--- config.mk ---
export PLATFORM = sky130hd
export DESIGN_NAME = vtadc_top
export DESIGN_NICKNAME = d
export VERILOG_FILES = /design/src/rtl/vtadc_pkg.sv /design/src/rtl/vtadc_tick_if.sv /design/src/rtl/vtadc_rate.sv /design/src/rtl/vtadc_top.sv
export VERILOG_INCLUDE_DIRS = /design/src /design/src/rtl
export SDC_FILE = /design/constraint.sdc
export NUM_CORES = 1
export LEC_CHECK = 0
export BUFFER_PORTS_ARGS = -buffer_cell sky130_fd_sc_hd__buf_2
export CORE_ASPECT_RATIO = 2
export CORE_MARGIN = 1
export CORE_UTILIZATION = 58
export CTS_CLUSTER_SIZE = 24
export DETAILED_ROUTE_END_ITERATION = 10
export PLACE_DENSITY_LB_ADDON = 0.15
export SLEW_MARGIN = 20
export SYNTH_ARGS = -nofsm -noshare
export SYNTH_HDL_FRONTEND = slang
export SYNTH_SLANG_ARGS = --single-unit
--- constraint.sdc ---
create_clock -name sys_clk -period 4.2 [get_ports sys_clk]
set_input_delay 1.26 -clock sys_clk [delete_from_list [all_inputs] [get_ports sys_clk]]
set_output_delay 1.26 -clock sys_clk [all_outputs]
set_load 0.02 [all_outputs]
--- src/rtl/vtadc_defs.svh ---
// Offsets, field positions, reset values and timing counts of the auxiliary converter control.
`ifndef VTADC_DEFS_SVH
`define VTADC_DEFS_SVH

// Register port geometry.
`define VTADC_ADDR_W        4
`define VTADC_DATA_W        16

// Register offsets.
`define VTADC_OFS_CONFIG    4'h0
`define VTADC_OFS_MODE      4'h1
`define VTADC_OFS_FILTER    4'h2
`define VTADC_OFS_RESULT    4'h3
`define VTADC_OFS_STATUS    4'h4

// Field positions.
`define VTADC_CFG_GND_EN    7
`define VTADC_CFG_SRC_LO    0
`define VTADC_MDE_GND_RES   6
`define VTADC_MDE_RUN       0
`define VTADC_FLT_CHOP      15
`define VTADC_STA_VALID     0
`define VTADC_STA_NEW       1
`define VTADC_STA_SETTLING  2

// Reset values.
`define VTADC_CONFIG_RST    16'h0000
`define VTADC_MODE_RST      16'h0000
`define VTADC_FILTER_RST    16'h0007

// Filter codes and the rates they give.
`define VTADC_FLT_4HZ       16'hbf1d
`define VTADC_FLT_10HZ      16'h961f
`define VTADC_FLT_50HZ      16'h007f
`define VTADC_FLT_1KHZ      16'h0007
`define VTADC_FLT_8KHZ      16'h0000
`define VTADC_RATE_4_HZ     4
`define VTADC_RATE_10_HZ    10
`define VTADC_RATE_50_HZ    50
`define VTADC_RATE_1K_HZ    1000
`define VTADC_RATE_8K_HZ    8000

// System clock and conversion periods in clock cycles.
`define VTADC_CLK_HZ        25000000
`define VTADC_PER_4HZ       (`VTADC_CLK_HZ / `VTADC_RATE_4_HZ)
`define VTADC_PER_10HZ      (`VTADC_CLK_HZ / `VTADC_RATE_10_HZ)
`define VTADC_PER_50HZ      (`VTADC_CLK_HZ / `VTADC_RATE_50_HZ)
`define VTADC_PER_1KHZ      (`VTADC_CLK_HZ / `VTADC_RATE_1K_HZ)
`define VTADC_PER_8KHZ      (`VTADC_CLK_HZ / `VTADC_RATE_8K_HZ)
`define VTADC_CNT_W         24

// Conversion cycles to the first settled result after a switch.
`define VTADC_SETTLE_NOCHOP 2'h3
`define VTADC_SETTLE_CHOP   2'h2

`endif

--- src/rtl/vtadc_pkg.sv ---
// Types shared by the auxiliary converter control.
package vtadc_pkg;
   typedef enum logic [1:0] {
      VTADC_SRC_VOLTAGE  = 2'h0,
      VTADC_SRC_EXT_TEMP = 2'h1,
      VTADC_SRC_INT_TEMP = 2'h2
   } vtadc_src_type;

   typedef enum logic [1:0] {
      VTADC_ST_IDLE     = 2'b00,
      VTADC_ST_SETTLING = 2'b01,
      VTADC_ST_SETTLED  = 2'b11
   } vtadc_state_type;
endpackage

--- src/rtl/vtadc_tick_if.sv ---
// Link between the converter control and its conversion-rate divider.
`timescale 1ns/1ps
`default_nettype none
interface vtadc_tick_if;
   logic [15:0] rate_code;
   logic        run;
   logic        restart;
   logic        tick;
   modport ctrl (output rate_code, output run, output restart, input tick);
   modport gen  (input rate_code, input run, input restart, output tick);
endinterface
`default_nettype wire

--- src/rtl/vtadc_rate.sv ---
// Conversion-rate divider: one tick at the end of each conversion cycle.
`timescale 1ns/1ps
`include "vtadc_defs.svh"
`default_nettype none
module vtadc_rate #(
   parameter int unsigned PER_4HZ  = `VTADC_PER_4HZ,
   parameter int unsigned PER_10HZ = `VTADC_PER_10HZ,
   parameter int unsigned PER_50HZ = `VTADC_PER_50HZ,
   parameter int unsigned PER_1KHZ = `VTADC_PER_1KHZ,
   parameter int unsigned PER_8KHZ = `VTADC_PER_8KHZ
) (
   input  wire logic   sys_clk,
   input  wire logic   rst_n,
   vtadc_tick_if.gen   tk
);
   logic [`VTADC_CNT_W-1:0] count;
   logic [`VTADC_CNT_W-1:0] last;
   logic                    tick;

   // Maps a filter code to its conversion period; unlisted codes run at 8 kHz.
   function automatic logic [`VTADC_CNT_W-1:0] period_of(input logic [15:0] code);
      case (code)
         `VTADC_FLT_4HZ:  period_of = PER_4HZ[`VTADC_CNT_W-1:0];
         `VTADC_FLT_10HZ: period_of = PER_10HZ[`VTADC_CNT_W-1:0];
         `VTADC_FLT_50HZ: period_of = PER_50HZ[`VTADC_CNT_W-1:0];
         `VTADC_FLT_1KHZ: period_of = PER_1KHZ[`VTADC_CNT_W-1:0];
         default:         period_of = PER_8KHZ[`VTADC_CNT_W-1:0];
      endcase
   endfunction

   // The last count of the cycle ends one conversion.
   assign last    = period_of(tk.rate_code) - `VTADC_CNT_W'(1);
   assign tk.tick = tick;

   // Counts clocks of one conversion cycle and pulses the tick at its end.
   always_ff @(posedge sys_clk or negedge rst_n) begin
      if (!rst_n) begin
         count <= '0;
         tick  <= 1'b0;
      end else if (!tk.run || tk.restart) begin
         count <= '0;
         tick  <= 1'b0;
      end else begin
         tick  <= (count >= last);
         count <= (count >= last) ? '0 : count + `VTADC_CNT_W'(1);
      end
   end
endmodule
`default_nettype wire

--- src/rtl/vtadc_top.sv ---
// Auxiliary voltage/temperature converter control with source mux, settling gate and ground switch.
`timescale 1ns/1ps
`include "vtadc_defs.svh"
`default_nettype none
// Behaviour
// - From the first clock after reset, exactly one of voltage, external temperature or internal temperature feeds the converter.
// - Sixteen-bit results are taken once per conversion cycle at 4 Hz to 8 kHz.
// - Selecting the voltage attenuator input turns its buffers on automatically.
// - With chop off, the third conversion after a source switch gives the first settled result.
// - Config bit 7 low leaves the ground switch pin floating whatever the resistor bit.
// - With ground enabled, mode bit 6 picks direct ground or the 20 kilohm path.
// - Filter codes give 4 Hz, 10 Hz, 50 Hz, 1 kHz and 8 kHz update rates.
module vtadc_top #(
   parameter int unsigned PER_4HZ  = `VTADC_PER_4HZ,
   parameter int unsigned PER_10HZ = `VTADC_PER_10HZ,
   parameter int unsigned PER_50HZ = `VTADC_PER_50HZ,
   parameter int unsigned PER_1KHZ = `VTADC_PER_1KHZ,
   parameter int unsigned PER_8KHZ = `VTADC_PER_8KHZ
) (
   input  wire logic                     sys_clk,
   input  wire logic                     rst_n,
   input  wire logic [`VTADC_ADDR_W-1:0] reg_addr,
   input  wire logic [`VTADC_DATA_W-1:0] reg_wdata,
   input  wire logic                     reg_wr,
   input  wire logic                     reg_rd,
   output logic      [`VTADC_DATA_W-1:0] reg_rdata,
   input  wire logic [15:0]              filter_data,
   output logic      [2:0]               source_sel,
   output logic                          atten_buf_en,
   output logic                          gnd_direct_en,
   output logic                          gnd_resistor_en,
   output logic                          run_en,
   output logic      [15:0]              result,
   output logic                          result_valid,
   output logic                          result_strobe
);
   // Link to the conversion-rate divider.
   vtadc_tick_if tk ();

   // Settings, flags and the settling sequencer state.
   logic [15:0]               converter_config_setting;
   logic [15:0]               converter_mode_setting;
   logic [15:0]               conversion_filter_setting;
   logic                      new_flag;
   logic [1:0]                settle_left;
   vtadc_pkg::vtadc_state_type state;
   vtadc_pkg::vtadc_state_type next_state;
   logic [1:0]                next_settle_left;

   // Decodes of the register port.
   wire wr_config  = reg_wr && (reg_addr == `VTADC_OFS_CONFIG);
   wire wr_mode    = reg_wr && (reg_addr == `VTADC_OFS_MODE);
   wire wr_filter  = reg_wr && (reg_addr == `VTADC_OFS_FILTER);
   wire rd_result  = reg_rd && (reg_addr == `VTADC_OFS_RESULT);
   // Source code 3 selects nothing and is refused, so from the first clock after reset the mux always has one input.
   wire [1:0] new_src = reg_wdata[`VTADC_CFG_SRC_LO +: 2];
   wire src_legal  = (new_src != 2'h3);
   wire [1:0] cur_src = converter_config_setting[`VTADC_CFG_SRC_LO +: 2];
   wire src_change = wr_config && src_legal && (new_src != cur_src);
   wire chop_on    = conversion_filter_setting[`VTADC_FLT_CHOP];
   wire running    = converter_mode_setting[`VTADC_MDE_RUN];
   wire restart    = src_change || wr_filter || (wr_mode && !running);
   // A filter write restarts with the chop setting it brings, not the one it replaces.
   wire next_chop  = wr_filter ? reg_wdata[`VTADC_FLT_CHOP] : chop_on;
   wire [1:0] settle_need = next_chop ? `VTADC_SETTLE_CHOP : `VTADC_SETTLE_NOCHOP;
   wire settled_now = (state == vtadc_pkg::VTADC_ST_SETTLED);
   // A conversion end counts only while running and not thrown away by a restart.
   wire take_result = tk.tick && !restart && running;

   // Ground switch: the enable bit gates both paths, so the pin floats while it is low.
   wire gnd_enable  = converter_config_setting[`VTADC_CFG_GND_EN];
   wire gnd_via_res = converter_mode_setting[`VTADC_MDE_GND_RES];

   // Divider control carried over the interface.
   assign tk.rate_code = conversion_filter_setting;
   assign tk.run       = running;
   assign tk.restart   = restart;

   // The divider restarts with the sequencer, so both count the same conversions.
   vtadc_rate #(
      .PER_4HZ  (PER_4HZ),
      .PER_10HZ (PER_10HZ),
      .PER_50HZ (PER_50HZ),
      .PER_1KHZ (PER_1KHZ),
      .PER_8KHZ (PER_8KHZ)
   ) u_rate (
      .sys_clk (sys_clk),
      .rst_n   (rst_n),
      .tk      (tk.gen)
   );

   // Settling sequencer: counts conversion cycles after a switch before results count.
   // A run bit written in this cycle is honoured at once, so a start is not lost to the stop branch.
   always_comb begin
      next_state       = state;
      next_settle_left = settle_left;
      case (state)
         vtadc_pkg::VTADC_ST_IDLE: begin
            if (running) begin
               next_state       = vtadc_pkg::VTADC_ST_SETTLING;
               next_settle_left = settle_need;
            end
         end
         vtadc_pkg::VTADC_ST_SETTLING: begin
            if (tk.tick) begin
               next_settle_left = settle_left - 2'h1;
               if (settle_left == 2'h1) begin
                  next_state = vtadc_pkg::VTADC_ST_SETTLED;
               end
            end
         end
         vtadc_pkg::VTADC_ST_SETTLED: begin
            next_state = vtadc_pkg::VTADC_ST_SETTLED;
         end
         default: begin
            next_state = vtadc_pkg::VTADC_ST_IDLE;
         end
      endcase
      if (!running && !(wr_mode && reg_wdata[`VTADC_MDE_RUN])) begin
         next_state = vtadc_pkg::VTADC_ST_IDLE;
      end else if (restart) begin
         next_state       = vtadc_pkg::VTADC_ST_SETTLING;
         next_settle_left = settle_need;
      end
   end

   // Settling state registers.
   // The count of conversions still to wait is kept beside the state.
   always_ff @(posedge sys_clk or negedge rst_n) begin
      if (!rst_n) begin
         state       <= vtadc_pkg::VTADC_ST_IDLE;
         settle_left <= 2'h0;
      end else begin
         state       <= next_state;
         settle_left <= next_settle_left;
      end
   end

   // Software-written settings; an unused source code leaves the source unchanged.
   // The result and status offsets are read only, so writes to them are dropped.
   always_ff @(posedge sys_clk or negedge rst_n) begin
      if (!rst_n) begin
         converter_config_setting  <= `VTADC_CONFIG_RST;
         converter_mode_setting    <= `VTADC_MODE_RST;
         conversion_filter_setting <= `VTADC_FILTER_RST;
      end else begin
         if (wr_config) begin
            converter_config_setting <= src_legal ? reg_wdata
                                      : {reg_wdata[15:2], cur_src};
         end
         if (wr_mode) begin
            converter_mode_setting <= reg_wdata;
         end
         if (wr_filter) begin
            conversion_filter_setting <= reg_wdata;
         end
      end
   end

   // Analogue front-end controls, all registered.
   // They lag the settings by one cycle so that each front-end pin comes from a flip-flop.
   always_ff @(posedge sys_clk or negedge rst_n) begin
      if (!rst_n) begin
         source_sel      <= 3'h0;
         atten_buf_en    <= 1'b0;
         gnd_direct_en   <= 1'b0;
         gnd_resistor_en <= 1'b0;
         run_en          <= 1'b0;
      end else begin
         source_sel      <= 3'h1 << cur_src;
         atten_buf_en    <= (cur_src == vtadc_pkg::VTADC_SRC_VOLTAGE);
         gnd_direct_en   <= gnd_enable && !gnd_via_res;
         gnd_resistor_en <= gnd_enable && gnd_via_res;
         run_en          <= running;
      end
   end

   // Result capture at each conversion end, with validity from the sequencer.
   // A new result wins over a clearing read that falls in the same cycle.
   always_ff @(posedge sys_clk or negedge rst_n) begin
      if (!rst_n) begin
         result        <= 16'h0000;
         result_valid  <= 1'b0;
         result_strobe <= 1'b0;
         new_flag      <= 1'b0;
      end else begin
         result_strobe <= take_result;
         if (take_result) begin
            result       <= filter_data;
            result_valid <= settled_now || (next_state == vtadc_pkg::VTADC_ST_SETTLED);
         end else if (restart || !running) begin
            result_valid <= 1'b0;
         end
         if (take_result) begin
            new_flag <= 1'b1;
         end else if (rd_result) begin
            new_flag <= 1'b0;
         end
      end
   end

   // Read data, one cycle after the read strobe; unmapped offsets read zero.
   // Reading the result offset also clears the new-result flag in the capture block.
   always_ff @(posedge sys_clk or negedge rst_n) begin
      if (!rst_n) begin
         reg_rdata <= 16'h0000;
      end else if (reg_rd) begin
         case (reg_addr)
            `VTADC_OFS_CONFIG: reg_rdata <= converter_config_setting;
            `VTADC_OFS_MODE:   reg_rdata <= converter_mode_setting;
            `VTADC_OFS_FILTER: reg_rdata <= conversion_filter_setting;
            `VTADC_OFS_RESULT: reg_rdata <= result;
            `VTADC_OFS_STATUS: reg_rdata <= {13'h0000,
                                             state == vtadc_pkg::VTADC_ST_SETTLING,
                                             new_flag, result_valid};
            default:           reg_rdata <= 16'h0000;
         endcase
      end else begin
         reg_rdata <= 16'h0000;
      end
   end
endmodule
`default_nettype wire

==> load_flow_metrics.sql <==
INSERT INTO impl_metrics (metric_group, metric, value, unit) VALUES
('run_status', 'status', 'finished clean', ''),
('sta', 'setup_viol', '0', ''),
('cts', 'cts_max_level', '4', ''),
('global_routing', 'global_route_wire_length_before_repair', '23400', 'µm'),
('worst_setup_path', 'arrival', '3.78', 'ns'),
('sta', 'fmaxAchievable', '0.289', 'GHz'),
('hold_path', 'hp-class', 'flip-flop to flip-flop', ''),
('synth', 'ys_seq_area_frac', '0.493', ''),
('cts', 'post_cts_resize_count', '0', ''),
('synth', 'synth_cells', '515', ''),
('pwr', 'p_leak', '3.36', 'nW'),
('sta', 'finalCritPeriodShare', '0.825', ''),
('cts', 'cts_num_sinks', '118', ''),
('route', 'route.vias.total', '4368', ''),
('worst_setup_path', 'cp_slowest_cell', 'or3_1', ''),
('cts', 'post_cts_buffers', '0', ''),
('floorplanning', 'core_area', '10100', 'µm²'),
('sta', 'rsz0062_at_grt', 'no', ''),
('route', 'vias_per_cell', '5.85', ''),
('worst_setup_path', 'critical_path.reg2reg.startpoint', 'conversion_filter_setting[5]', ''),
('hold_path', 'hp-start', 'converter_mode_setting[6]', ''),
('synth', 'synth-edff-count', '0', ''),
('layout', 'layout-drive-gt1-share', '0.337', ''),
('layout', 'layout_commonest_cell', 'dfrtp_1', ''),
('sta', 'timing_hold_violations_final', '0', ''),
('synth', 'asyncSetResetFlopFracSynth', '1.00', ''),
('sta', 'post-route-worst-setup-slack', '0.736', 'ns'),
('sta', 'worstMarginPinSlew', '0.747', 'ns'),
('floorplanning', 'die_footprint', '10800', 'µm²'),
('floorplanning', 'die_y', '146', 'µm'),
('global_routing', 'grt_overflow', '0', ''),
('place', 'buffers_added_on_ports', '80', ''),
('worst_setup_path', 'timing.critical_path.to_type', 'flip-flop', ''),
('cts', 'ctsRootBufferMaster', 'clkbuf_16', ''),
('cts', 'cts_buffers', '17', ''),
('sta', 'slew_headroom', '0.502', ''),
('route', 'residual_drc_count', '0', ''),
('place', 'dp_hpwl', '10500', 'µm'),
('global_routing', 'via_count_of_the_first_global_routing_pass', '4624', ''),
('global_routing', 'largest_net_degree_at_the_start_of_global_routing', '58', ''),
('synth', 'syn_avg_cell_area', '11.6', 'µm²'),
('route', 'drtPass1Iterations', '4', ''),
('hold_path', 'timing.hold.worst_path_depth', '1', ''),
('synth', 'ys_warn_count', '0', ''),
('global_routing', 'antenna_found_initial', '0', ''),
('worst_setup_path', 'worstPathRequired', '4.51', 'ns'),
('floorplanning', 'die_x', '73.9', 'µm'),
('global_routing', 'grt_use_total', '0.296', ''),
('worst_setup_path', 'critPathKind', 'flip-flop to flip-flop', ''),
('layout', 'antenna_cells', '0', ''),
('synth', 'synth.ff_latch_count', '118', ''),
('layout', 'layout_common_cells', '115 x dfrtp_1, 79 x buf_2, 54 x mux2_2', ''),
('route', 'drt_iter0_markers', '186', ''),
('worst_setup_path', 'critical_path_peak_fanout', '25', ''),
('cts', 'clk_pin_slew', '0.06', 'ns'),
('layout', 'numnets_final', '666', ''),
('synth', 'synth_cell_type_count', '59', ''),
('worst_setup_path', 'worstRegToRegCells', '11', ''),
('floorplanning', 'fp-row-count', '52', ''),
('worst_setup_path', 'critical_path.max_stage_delay', '0.57', 'ns'),
('pwr', 'pwr_density_cell', '453', 'nW/µm²'),
('sta', 'timing.final.crit_period', '3.46', 'ns'),
('route', 'drt-total-wl', '14500', 'µm'),
('pwr', 'maximum_vdd_drop', '377', 'µV'),
('synth', 'post_synth_instance_area', '6000', 'µm²'),
('place', 'gpl.final_weighted_congestion', '0.849', ''),
('hold_path', 'hold-path-endpoint', 'gnd_direct_en', ''),
('sta', 'timing.setup.tns', '0', 'ns'),
('cts', 'ctsHoldBuffers', '0', ''),
('layout', 'finish.utilization', '0.702', ''),
('place', 'placement.setup.worst_slack', '0.813', 'ns');
==> metrics by stage <==
step           hold slack (ns)  power (W)  cell area (µm²)  std cells
5_1_grt                  0.509    0.00334             7080        747
4_1_cts                  0.497    0.00323             7080        747
2_1_floorplan            0.412    0.00167             6000        516
3_3_place_gp             0.458    0.00182             6510        715
6_report                 0.485    0.00321             7080        747
3_5_place_dp             0.466    0.00184             6510        715
==> per-layer routing <==
metal,global-route usage,share of wire
met4,0.194,0.060
met2,0.527,0.57
met3,0.0575,0.029
met5,0,0
met1,0.295,0.34
==> where the power goes <==
part | internal (W) | total, W | switching, W
logic | 0.000192 | 0.000416 | 0.000223
clock network | 0.000827 | 0.00139 | 0.000559
registers | 0.00128 | 0.00140 | 0.000124
total | 0.00230 | 0.00321 | 0.000906
==> area by class of cell <==
type	count	area, µm²
flip-flops and latches	118	2960
inverters	12	45.0
repair buffers	88	475
multi-input cells	362	2860
clock buffers	17	425
clock inverters	15	148
fillers	740	3000
well taps	135	169
==> kinds of logic (layout without fill, tap and decap cells) <==
logic type                 count (synthesis)  count (layout)  synth area share
and+or+nand+nor                          164             164             0.160
DFF                                      118             118             0.493
muxes                                     79              79             0.154
AOI/OAI and AO/OA                         68              68            0.0732
buffers and inverters                     36             132            0.0305
adders and majority gates                 27              27            0.0563
xor gates and xnor gates                  22              22            0.0321
other                                      1               2          0.000625
==> synthesized netlist by cell type (2+ instances only) <==
| cell type | count | area share |
|---|---|---|
| a21o_1 | 2 | 0.0025 |
| a21oi_1 | 16 | 0.013 |
| a22oi_1 | 15 | 0.019 |
| and2_1 | 5 | 0.0052 |
| and2_4 | 2 | 0.0029 |
| and3_1 | 7 | 0.0073 |
| and4_1 | 5 | 0.0073 |
| buf_2 | 11 | 0.0092 |
| buf_4 | 3 | 0.0038 |
| buf_6 | 3 | 0.0056 |
| clkbuf_1 | 7 | 0.0044 |
| dfrtp_1 | 115 | 0.48 |
| dfstp_2 | 3 | 0.013 |
| ha_1 | 27 | 0.056 |
| inv_1 | 10 | 0.0063 |
| inv_2 | 2 | 0.0013 |
| mux2_2 | 54 | 0.10 |
| mux2_4 | 8 | 0.020 |
| mux2i_1 | 15 | 0.025 |
| mux4_2 | 2 | 0.0075 |
| nand2_1 | 35 | 0.022 |
| nand2b_1 | 3 | 0.0031 |
| nand3_1 | 12 | 0.010 |
| nand3_4 | 2 | 0.0058 |
| nand4_1 | 6 | 0.0063 |
| nand4_4 | 3 | 0.011 |
| nand4b_1 | 2 | 0.0029 |
| nor2_1 | 27 | 0.017 |
| nor2b_1 | 9 | 0.0094 |
| nor3_1 | 30 | 0.025 |
| nor3_2 | 2 | 0.0033 |
| nor4_1 | 5 | 0.0052 |
| o211ai_1 | 2 | 0.0025 |
| o21ai_0 | 18 | 0.015 |
| o21bai_1 | 2 | 0.0025 |
| o22a_1 | 2 | 0.0029 |
| xnor2_1 | 16 | 0.023 |
| xor2_1 | 6 | 0.0088 |
==> worst max-delay path by stage <==
stage / startpoint / endpoint / slack [ns] / cells past startpoint
after floorplan: conversion_filter_setting[5] / u_rate.count[15] / 1.25 / 11
after global placement: reg_addr[0] / settle_left[0] / 0.90 / 5
after detailed placement: conversion_filter_setting[1] / u_rate.count[4] / 0.81 / 11
after CTS: conversion_filter_setting[1] / u_rate.count[16] / 0.80 / 11
after global routing: conversion_filter_setting[5] / u_rate.count[4] / 0.50 / 11
final: conversion_filter_setting[5] / u_rate.count[4] / 0.74 / 11
==> worst max-delay path: cells and delay by family (launching register included) <==
kind / cells / cell delay, ns
simple gates: 4 / 1.35
compound gates: 4 / 0.73
fa+ha+maj: 2 / 0.58
flops: 1 / 0.45
buf+inv: 1 / 0.25
==> state kept, by name, indices dropped and copies added, names as in the netlist <==
register	count
result_valid	1
reg_rdata	16
conversion_filter_setting	16
u_rate.count	24
gnd_direct_en	1
u_rate.tk.tick	1
result_strobe	1
state	2
settle_left	2
run_en	1
gnd_resistor_en	1
atten_buf_en	1
new_flag	1
converter_config_setting	16
converter_mode_setting	16
source_sel	2
result	16
No activity file was read; power rests on OpenSTA's default activity.
